**src/verilog/frt_defs.vh**
```
// constants for the free running capture/compare timer
// assumes inclusion by bare name from the design files
`ifndef FRT_DEFS_VH
`define FRT_DEFS_VH
// register byte addresses (word aligned, data in low 16 bits)
`define FRT_A_CNT     12'h000
`define FRT_A_CMPA    12'h004
`define FRT_A_CMPB    12'h008
`define FRT_A_CAPA    12'h00c
`define FRT_A_CAPB    12'h010
`define FRT_A_CAPC    12'h014
`define FRT_A_CAPD    12'h018
`define FRT_A_IEN     12'h01c
`define FRT_A_CTRL    12'h020
`define FRT_A_OCTL    12'h024
`define FRT_A_STAT    12'h028
// control register fields
`define FRT_C_EDGE_LO 0
`define FRT_C_BUFA    4
`define FRT_C_BUFB    5
`define FRT_C_CKS_LO  6
// output control fields
`define FRT_O_LVLA    0
`define FRT_O_LVLB    1
// status fields: capture a..d, compare a,b, wrap
`define FRT_S_CMPA    4
`define FRT_S_CMPB    5
`define FRT_S_WRAP    6
`define FRT_S_CLRA    7
// clock select codes
`define FRT_CKS_D2    2'h0
`define FRT_CKS_D8    2'h1
`define FRT_CKS_D32   2'h2
`define FRT_CKS_EXT   2'h3
// prescaler taps (bit index of divider producing div 2, 8, 32)
`define FRT_TAP_D2    0
`define FRT_TAP_D8    2
`define FRT_TAP_D32   4
`define FRT_CNT_MAX   16'hffff
`define FRT_ZERO16    16'h0000
`endif

```
**src/verilog/frt_timer.v**
```verilog
// free running 16-bit timer: four captures, two compares, apb slave
// assumes apb master on clk; pins asynchronous; power mode low holds reset
// Functional notes
// [RQ1] per channel edge select, 1 is rising
// [RQ2] capture delayed one clock during high read
// [RQ3] buffer mode: c/d buffer a/b
// [RQ4] buffer pin edge sets flag only
// [RQ5] buffered capture delayed if pair read
// [RQ6] flag and capture register update together
// [RQ7] compare match when counter leaves matching value
// [RQ8] wrap flag on ffff to zero
// [RQ9] registers held reset outside active/sleep
// [RQ10] seven sources, each gated by enable
// [RQ11] one shared request, separate flags
// [RQ12] clear beats counter write
// [RQ13] counter write beats increment
// [RQ14] compare write suppresses that match
// [RQ15] internal count on divided falling edge
// [RQ16] source switch may add one count
// [RQ17] software toggles levels for 50% pulses
// [RQ18] clock select div2/8/32/external, div2 reset
// [RQ19] outputs take level on match, reset 0
// [RQ20] clear on match a zeroes counter
// [RQ21] software accesses high byte then low; the code moves the whole word in one 32-bit access
// [RQ22] capture pins synchronised before edge detect
`timescale 1ns/1ns
`include "frt_defs.vh"
module frt_timer #(
	parameter DIV_W = 5
) (
	// clock and reset
	input  wire        clk,
	input  wire        rst_n,
	// power mode: high in active or sleep
	input  wire        run_mode,
	// apb slave
	input  wire        psel,
	input  wire        penable,
	input  wire        pwrite,
	input  wire [11:0] paddr,
	input  wire [31:0] pwdata,
	output reg  [31:0] prdata,
	output reg         pready,
	output reg         pslverr,
	// pins
	input  wire [3:0]  capture_pin,
	input  wire        ext_clk_pin,
	output reg         compare_out_pin_a,
	output reg         compare_out_pin_b,
	// shared interrupt request
	output reg         timer_irq
);
	wire live = rst_n & run_mode; // [RQ9]
	reg  [15:0] free_running_counter;
	reg  [15:0] compare_reg_a;
	reg  [15:0] compare_reg_b;
	reg  [15:0] capture_reg_a;
	reg  [15:0] capture_reg_b;
	reg  [15:0] capture_reg_c;
	reg  [15:0] capture_reg_d;
	reg  [6:0]  timer_irq_enable_reg;
	reg  [7:0]  timer_control_reg;
	reg  [1:0]  compare_output_control_reg;
	reg  [7:0]  timer_status_control_reg;
	reg  [DIV_W-1:0] prescale;
	reg  [3:0]  cap_pend;
	reg         int_prev;
	reg         ext_prev;
	reg         cmpa_hold;
	reg         cmpb_hold;
	wire [3:0]  cap_rise;
	wire [3:0]  cap_fall;
	wire [3:0]  cap_lvl;
	wire        ext_lvl;
	wire        ext_rise_unused;
	wire        ext_fall_unused;
	genvar g;
	generate
		for (g = 0; g < 4; g = g + 1) begin : g_sync
			frt_sync u_sync ( // [RQ22]
				.clk   (clk),
				.rst_n (live),
				.pin   (capture_pin[g]),
				.level (cap_lvl[g]),
				.rise  (cap_rise[g]),
				.fall  (cap_fall[g])
			);
		end
	endgenerate
	frt_sync u_ext (
		.clk   (clk),
		.rst_n (live),
		.pin   (ext_clk_pin),
		.level (ext_lvl),
		.rise  (ext_rise_unused),
		.fall  (ext_fall_unused)
	);
	// apb decode; access is taken in the first cycle penable is high, pready follows one cycle later
	wire acc = psel & penable & ~pready;
	wire wr  = acc & pwrite;
	wire rd  = acc & ~pwrite;
	wire wr_cnt  = wr && paddr == `FRT_A_CNT;
	wire wr_cmpa = wr && paddr == `FRT_A_CMPA;
	wire wr_cmpb = wr && paddr == `FRT_A_CMPB;
	wire [1:0] cks = timer_control_reg[`FRT_C_CKS_LO +: 2];
	wire buf_a = timer_control_reg[`FRT_C_BUFA];
	wire buf_b = timer_control_reg[`FRT_C_BUFB];
	// count source: a mux of divided clocks; a switch that drops the
	// selected level looks like a falling edge and counts
	reg src_int;
	always @* begin
		case (cks) // [RQ18]
			`FRT_CKS_D2:  src_int = prescale[`FRT_TAP_D2];
			`FRT_CKS_D8:  src_int = prescale[`FRT_TAP_D8];
			`FRT_CKS_D32: src_int = prescale[`FRT_TAP_D32];
			default:      src_int = 1'b0;
		endcase
	end
	// int_prev and ext_prev keep running across switches on purpose
	wire use_ext = cks == `FRT_CKS_EXT;
	wire src_now = use_ext ? ext_lvl : ~src_int; // [RQ15] [RQ16]
	wire src_prv = use_ext ? ext_prev : ~int_prev;
	wire tick = src_now & ~src_prv;
	// compare match: last state of equality, when the next tick moves away
	wire eq_a = free_running_counter == compare_reg_a;
	wire eq_b = free_running_counter == compare_reg_b;
	wire match_a = tick & eq_a & ~wr_cmpa; // [RQ7] [RQ14]
	wire match_b = tick & eq_b & ~wr_cmpb; // [RQ7] [RQ14]
	wire clr_a = match_a & timer_status_control_reg[`FRT_S_CLRA]; // [RQ20]
	// captures; a read of the whole capture word counts as high byte read
	wire rd_a = rd && paddr == `FRT_A_CAPA;
	wire rd_b = rd && paddr == `FRT_A_CAPB;
	wire rd_c = rd && paddr == `FRT_A_CAPC;
	wire rd_d = rd && paddr == `FRT_A_CAPD;
	wire [3:0] cap_edge;
	generate
		for (g = 0; g < 4; g = g + 1) begin : g_edge
			assign cap_edge[g] = timer_control_reg[`FRT_C_EDGE_LO + g] ?
				cap_rise[g] : cap_fall[g]; // [RQ1]
		end
	endgenerate
	wire [3:0] cap_req = cap_edge | cap_pend;
	// a pair read blocks buffered channel; own read blocks plain channel
	wire [3:0] cap_busy;
	assign cap_busy[0] = buf_a ? (rd_a | rd_c) : rd_a; // [RQ2] [RQ5]
	assign cap_busy[1] = buf_b ? (rd_b | rd_d) : rd_b; // [RQ2] [RQ5]
	assign cap_busy[2] = buf_a ? (rd_a | rd_c) : rd_c; // [RQ2] [RQ5]
	assign cap_busy[3] = buf_b ? (rd_b | rd_d) : rd_d; // [RQ2] [RQ5]
	wire [3:0] cap_go = cap_req & ~cap_busy;
	// software clears a status flag by writing 0 to it; set wins
	wire wr_stat = wr && paddr == `FRT_A_STAT;
	// a clear or a counter write in the wrap cycle stops the wrap, so no flag
	wire [6:0] flag_set = {tick && ~clr_a && ~wr_cnt && free_running_counter == `FRT_CNT_MAX, // [RQ8]
		match_b, match_a, cap_go};
	wire [6:0] flag_keep = wr_stat ? pwdata[6:0] : 7'h7f;
	always @(posedge clk) begin
		if (!live) begin // [RQ9]
			free_running_counter       <= `FRT_ZERO16;
			compare_reg_a              <= `FRT_CNT_MAX;
			compare_reg_b              <= `FRT_CNT_MAX;
			capture_reg_a              <= `FRT_ZERO16;
			capture_reg_b              <= `FRT_ZERO16;
			capture_reg_c              <= `FRT_ZERO16;
			capture_reg_d              <= `FRT_ZERO16;
			timer_irq_enable_reg       <= 7'h00;
			timer_control_reg          <= 8'h00;
			compare_output_control_reg <= 2'h0;
			timer_status_control_reg   <= 8'h00;
			prescale                   <= {DIV_W{1'b0}};
			cap_pend                   <= 4'h0;
			int_prev                   <= 1'b0;
			ext_prev                   <= 1'b0;
			cmpa_hold                  <= 1'b0;
			cmpb_hold                  <= 1'b0;
			compare_out_pin_a          <= 1'b0; // [RQ19]
			compare_out_pin_b          <= 1'b0;
			timer_irq                  <= 1'b0;
			prdata                     <= 32'h00000000;
			pready                     <= 1'b0;
			pslverr                    <= 1'b0;
		end else begin
			prescale <= prescale + {{(DIV_W-1){1'b0}}, 1'b1};
			int_prev <= src_int;
			ext_prev <= ext_lvl;
			cap_pend <= cap_req & cap_busy; // [RQ2] [RQ5]
			cmpa_hold <= match_a;
			cmpb_hold <= match_b;
			// counter: clear beats write beats increment
			if (clr_a)
				free_running_counter <= `FRT_ZERO16; // [RQ12] [RQ20]
			else if (wr_cnt)
				free_running_counter <= pwdata[15:0]; // [RQ13]
			else if (tick)
				free_running_counter <= free_running_counter + 16'h0001;
			if (wr_cmpa)
				compare_reg_a <= pwdata[15:0];
			if (wr_cmpb)
				compare_reg_b <= pwdata[15:0];
			if (match_a)
				compare_out_pin_a <= compare_output_control_reg[`FRT_O_LVLA]; // [RQ19]
			if (match_b)
				compare_out_pin_b <= compare_output_control_reg[`FRT_O_LVLB]; // [RQ19]
			// captures in the same cycle as flag set
			if (cap_go[0]) begin // [RQ6]
				capture_reg_a <= free_running_counter;
				if (buf_a)
					capture_reg_c <= capture_reg_a; // [RQ3]
			end
			if (cap_go[1]) begin // [RQ6]
				capture_reg_b <= free_running_counter;
				if (buf_b)
					capture_reg_d <= capture_reg_b; // [RQ3]
			end
			// in buffer mode channel c/d pins only set their flags
			if (cap_go[2] && !buf_a)
				capture_reg_c <= free_running_counter; // [RQ4] [RQ6]
			if (cap_go[3] && !buf_b)
				capture_reg_d <= free_running_counter; // [RQ4] [RQ6]
			if (cap_go[2] && buf_a && !cap_go[0])
				capture_reg_c <= capture_reg_c; // [RQ4]
			timer_status_control_reg[6:0] <= (timer_status_control_reg[6:0] & flag_keep)
				| flag_set; // [RQ6] [RQ8] [RQ11]
			if (wr_stat)
				timer_status_control_reg[`FRT_S_CLRA] <= pwdata[`FRT_S_CLRA];
			timer_irq <= |(timer_status_control_reg[6:0] & timer_irq_enable_reg); // [RQ10] [RQ11]
			// apb: one wait state, answer in the cycle after penable rises
			pready  <= acc;
			pslverr <= 1'b0;
			if (wr) begin
				case (paddr)
					`FRT_A_IEN:  timer_irq_enable_reg <= pwdata[6:0];
					`FRT_A_CTRL: timer_control_reg <= pwdata[7:0];
					`FRT_A_OCTL: compare_output_control_reg <= pwdata[1:0];
					`FRT_A_CNT, `FRT_A_CMPA, `FRT_A_CMPB, `FRT_A_STAT: ;
					default:     pslverr <= 1'b1;
				endcase
			end
			if (rd) begin
				case (paddr)
					`FRT_A_CNT:  prdata <= {16'h0000, free_running_counter};
					`FRT_A_CMPA: prdata <= {16'h0000, compare_reg_a};
					`FRT_A_CMPB: prdata <= {16'h0000, compare_reg_b};
					`FRT_A_CAPA: prdata <= {16'h0000, capture_reg_a};
					`FRT_A_CAPB: prdata <= {16'h0000, capture_reg_b};
					`FRT_A_CAPC: prdata <= {16'h0000, capture_reg_c};
					`FRT_A_CAPD: prdata <= {16'h0000, capture_reg_d};
					`FRT_A_IEN:  prdata <= {25'h0000000, timer_irq_enable_reg};
					`FRT_A_CTRL: prdata <= {24'h000000, timer_control_reg};
					`FRT_A_OCTL: prdata <= {30'h00000000, compare_output_control_reg};
					`FRT_A_STAT: prdata <= {24'h000000, timer_status_control_reg};
					default: begin
						prdata  <= 32'h00000000;
						pslverr <= 1'b1;
					end
				endcase
			end else if (!acc) begin
				prdata <= 32'h00000000;
			end
		end
	end
endmodule

```
**src/verilog/frt_sync.v**
```verilog
// two flop synchroniser with edge outputs for one pin
// assumes pin is asynchronous to clk
`timescale 1ns/1ns
module frt_sync (
	// clock and reset
	input  wire clk,
	input  wire rst_n,
	// pin and results
	input  wire pin,
	output reg  level,
	output wire rise,
	output wire fall
);
	reg meta;
	reg sync;
	always @(posedge clk) begin
		if (!rst_n) begin
			meta  <= 1'b0;
			sync  <= 1'b0;
			level <= 1'b0;
		end else begin
			meta  <= pin;
			sync  <= meta;
			level <= sync;
		end
	end
	// edges compare second and third stage only, never the first
	assign rise = sync & ~level;
	assign fall = ~sync & level;
endmodule

```
**config.mk**
```make
export PLATFORM = sky130hd
export DESIGN_NAME = frt_timer
export DESIGN_NICKNAME = d
export VERILOG_FILES = /design/src/verilog/frt_timer.v /design/src/verilog/frt_sync.v
export VERILOG_INCLUDE_DIRS = /design/src /design/src/verilog
export SDC_FILE = /design/constraint.sdc
export NUM_CORES = 1
export LEC_CHECK = 0
export BUFFER_PORTS_ARGS = -buffer_cell sky130_fd_sc_hd__buf_2
export CAP_MARGIN = 10
export CORE_MARGIN = 2
export CORE_UTILIZATION = 55
export DETAILED_ROUTE_END_ITERATION = 8
export PLACE_DENSITY_LB_ADDON = 0.2
export SLEW_MARGIN = 20
export SYNTH_ARGS = -nofsm -noshare
export SYNTH_HDL_FRONTEND = slang
export SYNTH_HIERARCHICAL = 1
export SYNTH_SLANG_ARGS = --single-unit
```
**constraint.sdc**
```tcl
create_clock -name clk -period 6.8 [get_ports clk]
set_input_delay 1.36 -clock clk [delete_from_list [all_inputs] [get_ports clk]]
set_output_delay 1.36 -clock clk [all_outputs]
set_load 0.005 [all_outputs]
```
==> results of run 1 <==
## layer usage
layer	vias up	routed length, µm
li1	3901	-
met1	3974	12000
met2	483	12850
met3	84	2713
met4	0	1176
met5	-	0
## worst paths after layout
path                                         endpoint                   from  slack (ns)  depth (start not counted)
worst max-delay path                 capture_reg_d[4]               paddr[4]        3.07                          6
worst min-delay path            g_sync[3].u_sync/sync  g_sync[3].u_sync/meta        0.44                          1
worst max register to register      compare_out_pin_b                 pready        4.30                          5
worst min register to register  g_sync[3].u_sync/sync  g_sync[3].u_sync/meta        0.44                          1
## power by group
group	total [mW]	leakage, nW	internal (mW)	switching [mW]
Sequential	1.08	1.48	1.08	0.00195
Combinational	0.123	2.03	0.0355	0.0875
Clock	1.04	0.297	0.579	0.457
Total	2.24	3.81	1.69	0.546
## final cells by class
class	count	area, µm²
clock buffer	21	470.5
clock inverter	11	136.4
fill	1423	6337
inverter	9	36.28
multi-input combinational	819	5303
sequential	184	3684
tap	220	275.3
timing repair buffer	73	400.4
## worst reg2reg max path, stage by stage (launching register included)
cell	delay (ns)
dfxtp_1	0.34
and4b_1	0.25
buf_4	0.38
nand4_1	0.78
nand3_1	0.47
mux2i_1	0.21
## metrics by stage
stage | instances | util | hold slack [ns] | area, µm² | total power [mW]
detailed placement | 1304 | 0.5815 | 0.4152 | 9677 | 1.226
global route | 1337 | 0.6192 | 0.4561 | 10300 | 2.291
global placement | 1304 | 0.5809 | 0.4086 | 9667 | 1.225
CTS | 1336 | 0.6179 | 0.4352 | 10280 | 2.238
floorplan | 1117 | - | 0.4057 | 9468 | 1.186
finish | 1337 | 0.6192 | 0.4374 | 10300 | 2.240
==> impl_metrics.sql, run 1 <==
INSERT INTO impl_metrics (metric_group, metric, value, unit) VALUES
('detailed_routing', 'drt_pre_antenna_iters', '6', ''),
('place', 'pre_cts_ws', '2.684', 'ns'),
('yosys', 'postSynthAreaPerCell', '8.540', 'µm²'),
('sta', 'hold_viol', '0', ''),
('sta', 'timing.clock.skew', '0.008560', 'ns'),
('job', 'maxCapViolations', '0', ''),
('cells_and_area', 'final_layout_size_suffix_gt1_frac', '0.1603', ''),
('place', 'numPortBuffers', '59', ''),
('worst_setup_path', 'critical_path.cell_chain', 'buf_2, or4b_4, nor3_4, a31oi_1, o211ai_4, mux2i_1', ''),
('sta', 'max-slew-margin-rel', '0.1848', ''),
('worst_setup_path', 'critical_path.top_delay_family', 'simple AND/OR/NAND/NOR gates', ''),
('grt', 'met3_usage', '0.06081', ''),
('worst_setup_path', 'worst-setup-path-type', 'input port to flip-flop', ''),
('floorplanning', 'initial_utilization', '0.5655', ''),
('floorplanning', 'design.die.area', '0.01817', 'mm²'),
('detailed_routing', 'drtIter0Drc', '1079', ''),
('cells_and_area', 'most-common-layout-cells', '186 x nand2_1, 184 x dfxtp_1, 80 x nand3_1', ''),
('clocking', 'numClockSinks', '184', ''),
('min_path', 'worst_hold_path_type', 'flip-flop to flip-flop', ''),
('cells_and_area', 'commonest_non_fill_non_tap_cell_in_the_layout', 'nand2_1', ''),
('worst_setup_path', 'critical-path-max-stage-delay', '0.81', 'ns'),
('sta', 'fin_ws', '3.068', 'ns'),
('worst_setup_path', 'crit_path_end_kind', 'flip-flop', ''),
('grt', 'grt.overflow.total', '0', ''),
('sta', 'setup_tns', '0', 'ns'),
('worst_setup_path', 'critical_path_source_type', 'input port', ''),
('clocking', 'h-tree-depth', '4', ''),
('clocking', 'clock_tree.buffer_depth', '2', ''),
('clocking', 'clk_transition_reported_paths', '0.07', 'ns'),
('cells_and_area', 'diodes', '0', ''),
('detailed_routing', 'routed_wire_length_per_instance', '21.49', 'µm'),
('power', 'ir_drop', '0.0001970', 'V'),
('sta', 'max_freq', '268.0', 'MHz'),
('worst_setup_path', 'critPathBufInv', '1', ''),
('detailed_routing', 'drc_errors', '0', ''),
('place', 'dpl.hpwl', '19.49', 'mm'),
('grt', 'met2_usage', '0.4944', ''),
('sta', 'period_needed', '3.732', 'ns'),
('grt', 'groute.layer.met1.usage', '0.4404', ''),
('clocking', 'insertion_delay_of_the_later_clocked_pin_in_the_worst_skew_pair', '0.45', 'ns'),
('worst_setup_path', 'worst-path-max-fanout', '23', ''),
('power', 'power_leakage', '3.813', 'nW'),
('detailed_routing', 'vias_per_cell', '6.314', ''),
('clocking', 'cts_made_buffers', '17', ''),
('detailed_routing', 'vias', '8442', ''),
('floorplanning', 'rows', '47', ''),
('grt', 'initial_antenna_violation_count', '0', ''),
('grt', 'grt_use_total', '0.3195', ''),
('clocking', 'cts-resized-gates', '0', ''),
('clocking', 'cts_post_setup_buffers_inserted', '0', ''),
('cells_and_area', 'finish.net_count', '1161', ''),
('sta', 'tightest_slew', '1.199', 'ns'),
('grt', 'first_global_vias', '7441', ''),
('floorplanning', 'io-pin-count', '92', ''),
('cells_and_area', 'area_delta_synth_final', '9.492', '%'),
('sta', 'final_slew_viol_count', '0', ''),
('grt', 'grt_pass1_wl', '44.00', 'mm'),
('yosys', 'syn_area', '0.009412', 'mm²'),
('place', 'routabilityCongestion', '0.9920', ''),
('power', 'pwr_density_cell', '217.4', 'mW/mm²'),
('floorplanning', 'core_area', '0.01664', 'mm²'),
('grt', 'grt_start_max_net_pins', '83', ''),
('sta', 'grt_setup_unrepaired', 'no', ''),
('worst_setup_path', 'worstPathArrival', '4.10', 'ns'),
('worst_setup_path', 'worst_ep_required_time', '7.17', 'ns'),
('clocking', 'root_buffer', 'clkbuf_16', ''),
('yosys', 'postSynthCellCount', '1102', ''),
('floorplanning', 'die_height', '134.8', 'µm'),
('yosys', 'ys.warnings.count', '6', ''),
('detailed_routing', 'wirelength', '28.74', 'mm'),
('detailed_routing', 'final_antenna_net_count', '0', ''),
('outcome', 'outcome', 'finished clean', ''),
('floorplanning', 'die_width', '134.8', 'µm'),
('clocking', 'cts_tree', 'done', ''),
('sta', 'final_setup_violation_count', '0', ''),
('sta', 'fin_crit_sh', '0.5488', ''),
('worst_setup_path', 'crit_slowest_cell', 'o211ai_4', ''),
('grt', 'global_route.peak_usage_layer', 'met2', ''),
('clocking', 'cts_hold_buf', '0', '');
(Power assumes the default switching activity.)
==> run 2: changes to the inputs <==
--- a/config.mk
+++ b/config.mk
@@ -9,7 +9,7 @@
 export BUFFER_PORTS_ARGS = -buffer_cell sky130_fd_sc_hd__buf_2
 export CAP_MARGIN = 10
 export CORE_MARGIN = 2
-export CORE_UTILIZATION = 55
+export CORE_UTILIZATION = 54
 export DETAILED_ROUTE_END_ITERATION = 8
 export PLACE_DENSITY_LB_ADDON = 0.2
 export SLEW_MARGIN = 20
==> constraint.sdc (replaced) <==
create_clock -name clk -period 3.05 [get_ports clk]
set_input_delay 0.61 -clock clk [delete_from_list [all_inputs] [get_ports clk]]
set_output_delay 0.61 -clock clk [all_outputs]
set_load 0.005 [all_outputs]
==> impl_metrics.sql, run 2 (synthesis results as in run 1) <==
INSERT INTO impl_metrics (metric_group, metric, value, unit) VALUES
('worst_setup_path', 'worstRegToRegCells', '5', ''),
('cells_and_area', 'final-instance-count-excl-fill', '1369', ''),
('cells_and_area', 'seq_area', '0.003684', 'mm²'),
('cells_and_area', 'final_layout_size_suffix_gt1_frac', '0.1774', ''),
('worst_setup_path', 'critical_path_source_type', 'input port', ''),
('floorplanning', 'core_area', '0.01718', 'mm²'),
('worst_setup_path', 'worst-path-max-fanout', '16', ''),
('sta', 'final_setup_violation_count', '0', ''),
('floorplanning', 'die_width', '136.0', 'µm'),
('place', 'routabilityCongestion', '1.028', ''),
('power', 'total_switching_power', '1.298', 'mW'),
('detailed_routing', 'drtIter0Drc', '985', ''),
('sta', 'fin_crit_sh', '0.8061', ''),
('detailed_routing', 'final_antenna_net_count', '0', ''),
('clocking', 'insertion_delay_of_the_later_clocked_pin_in_the_worst_skew_pair', '0.45', 'ns'),
('min_path', 'hold-path-cell-count', '2', ''),
('cells_and_area', 'final_standard_cell_utilization_of_the_core', '0.6115', ''),
('grt', 'grt_use_total', '0.3237', ''),
('sta', 'final_slew_viol_count', '0', ''),
('clocking', 'h-tree-depth', '4', ''),
('clocking', 'cts_post_setup_buffers_inserted', '0', ''),
('power', 'ir_drop', '0.0004144', 'V'),
('sta', 'setup_tns', '0', 'ns'),
('sta', 'grt_setup_unrepaired', 'no', ''),
('worst_setup_path', 'worstPathArrival', '2.79', 'ns'),
('grt', 'grt.overflow.total', '0', ''),
('place', 'placed_cells_incl_taps', '1337', ''),
('clocking', 'cts_hold_buf', '0', ''),
('clocking', 'cts_made_buffers', '17', ''),
('floorplanning', 'io-pin-count', '92', ''),
('detailed_routing', 'drc_errors', '0', ''),
('sta', 'period_needed', '2.459', 'ns'),
('cells_and_area', 'diodes', '0', ''),
('sta', 'tightest_slew', '0.9555', 'ns'),
('detailed_routing', 'routed_wire_length_per_instance', '21.17', 'µm'),
('detailed_routing', 'drt_pre_antenna_iters', '6', ''),
('sta', 'hold_viol', '0', ''),
('power', 'power.share.clock', '0.457', ''),
('power', 'combPwrFrac', '0.059', ''),
('sta', 'timing.clock.skew', '0.01149', 'ns'),
('cells_and_area', 'commonest_non_fill_non_tap_cell_in_the_layout', 'nand2_1', ''),
('sta', 'max-slew-margin-rel', '0.3592', ''),
('power', 'swShare', '0.2610', ''),
('detailed_routing', 'wirelength', '28.98', 'mm'),
('job', 'maxCapViolations', '0', ''),
('worst_setup_path', 'worst-setup-path-type', 'input port to flip-flop', ''),
('clocking', 'numClockSinks', '184', ''),
('grt', 'grt_start_max_net_pins', '85', ''),
('detailed_routing', 'vias_per_cell', '6.203', ''),
('place', 'numPortBuffers', '59', ''),
('outcome', 'outcome', 'finished clean', ''),
('cells_and_area', 'finish.net_count', '1188', ''),
('clocking', 'cts-resized-gates', '0', ''),
('clocking', 'clk_transition_reported_paths', '0.08', 'ns'),
('worst_setup_path', 'worst_ep_required_time', '3.38', 'ns'),
('place', 'dpl.hpwl', '20.17', 'mm'),
('power', 'power_report.internal_total', '3.674', 'mW'),
('clocking', 'clock_tree.buffer_depth', '2', ''),
('floorplanning', 'die_height', '136.0', 'µm'),
('floorplanning', 'rows', '48', ''),
('clocking', 'cts_tree', 'done', ''),
('worst_setup_path', 'crit_path_end_kind', 'flip-flop', ''),
('grt', 'first_global_vias', '7935', ''),
('clocking', 'root_buffer', 'clkbuf_16', ''),
('detailed_routing', 'vias', '8492', ''),
('power', 'power_leakage', '3.939', 'nW'),
('grt', 'initial_antenna_violation_count', '0', ''),
('min_path', 'worst_hold_path_type', 'input port to flip-flop', ''),
('cells_and_area', 'n_fill_cell', '1537', ''),
('floorplanning', 'design.die.area', '0.01850', 'mm²'),
('power', 'pwr_density_cell', '473.3', 'mW/mm²'),
('grt', 'grt_pass1_wl', '45.19', 'mm'),
('cells_and_area', 'multiInputGateArea', '0.005274', 'mm²'),
('power', 'pwr-share-seq', '0.485', ''),
('sta', 'max_freq', '406.7', 'MHz'),
('floorplanning', 'initial_utilization', '0.5479', ''),
('cells_and_area', 'area_delta_synth_final', '11.61', '%'),
('cells_and_area', 'most-common-layout-cells', '186 x nand2_1, 184 x dfxtp_1, 81 x nand3_1', '');
-- run 2: changes by cell type in the layout (fill, tap and decap cells not counted), sizes merged --
cell    previous run  this run
bufinv             2         1
clkbuf            21        17
inv               13        18
buf               73       100
-- run 2: layout make-up --
class / instances / area share
multi-input combinational: 819 / 0.5021
sequential: 184 / 0.3507
timing repair buffer: 100 / 0.05980
clock buffer: 17 / 0.04050
tap: 225 / 0.02680
clock inverter: 15 / 0.01668
inverter: 9 / 0.003454
-- run 2: final timing paths --
kind,start,end,slack [ns]
setup / recovery,paddr[5],timer_control_reg[1],0.59
hold reg to reg,u_ext/sync,u_ext/level,0.43
hold / removal,capture_pin[3],g_sync[3].u_sync/meta,0.36
setup reg to reg,timer_control_reg[6],free_running_counter[10],0.81
-- run 2: power groups by stage --
stage / clock network, mW / logic, mW / registers (mW)
floorplan: 0 / 0.177 / 2.47
global placement: 0 / 0.278 / 2.47
detailed placement: 0 / 0.279 / 2.47
CTS: 2.29 / 0.280 / 2.41
global route: 2.39 / 0.306 / 2.41
finish: 2.27 / 0.291 / 2.41
-- run 2: worst max-delay path, cell delays in order --
cell and delay, ns:
buf_2 0.28, or4b_2 0.69, nor3_2 0.36, and3_1 0.53
mux2i_1 0.26, nor2_1 0.06
-- run 2: through the flow --
stage | power [mW] | hold slack (ns) | worst slack, ns | area, µm²
after floorplan | 2.644 | 0.4057 | 0.5632 | 9468
after global placement | 2.745 | 0.4080 | 0.2666 | 9892
after detailed placement | 2.747 | 0.4167 | 0.2637 | 9892
after CTS | 4.979 | 0.3579 | 0.6616 | 10490
after global routing | 5.109 | 0.3677 | 0.5202 | 10500
final | 4.972 | 0.3591 | 0.5913 | 10500
-- run 2: metal layers --
layer	vias to the layer above	wire, µm	GRT usage
met3	105	2575	0.09359
li1	3961	-	-
met5	-	0	0
met4	0	1434	0.1753
met2	422	12900	0.4897
met1	4004	12070	0.4165
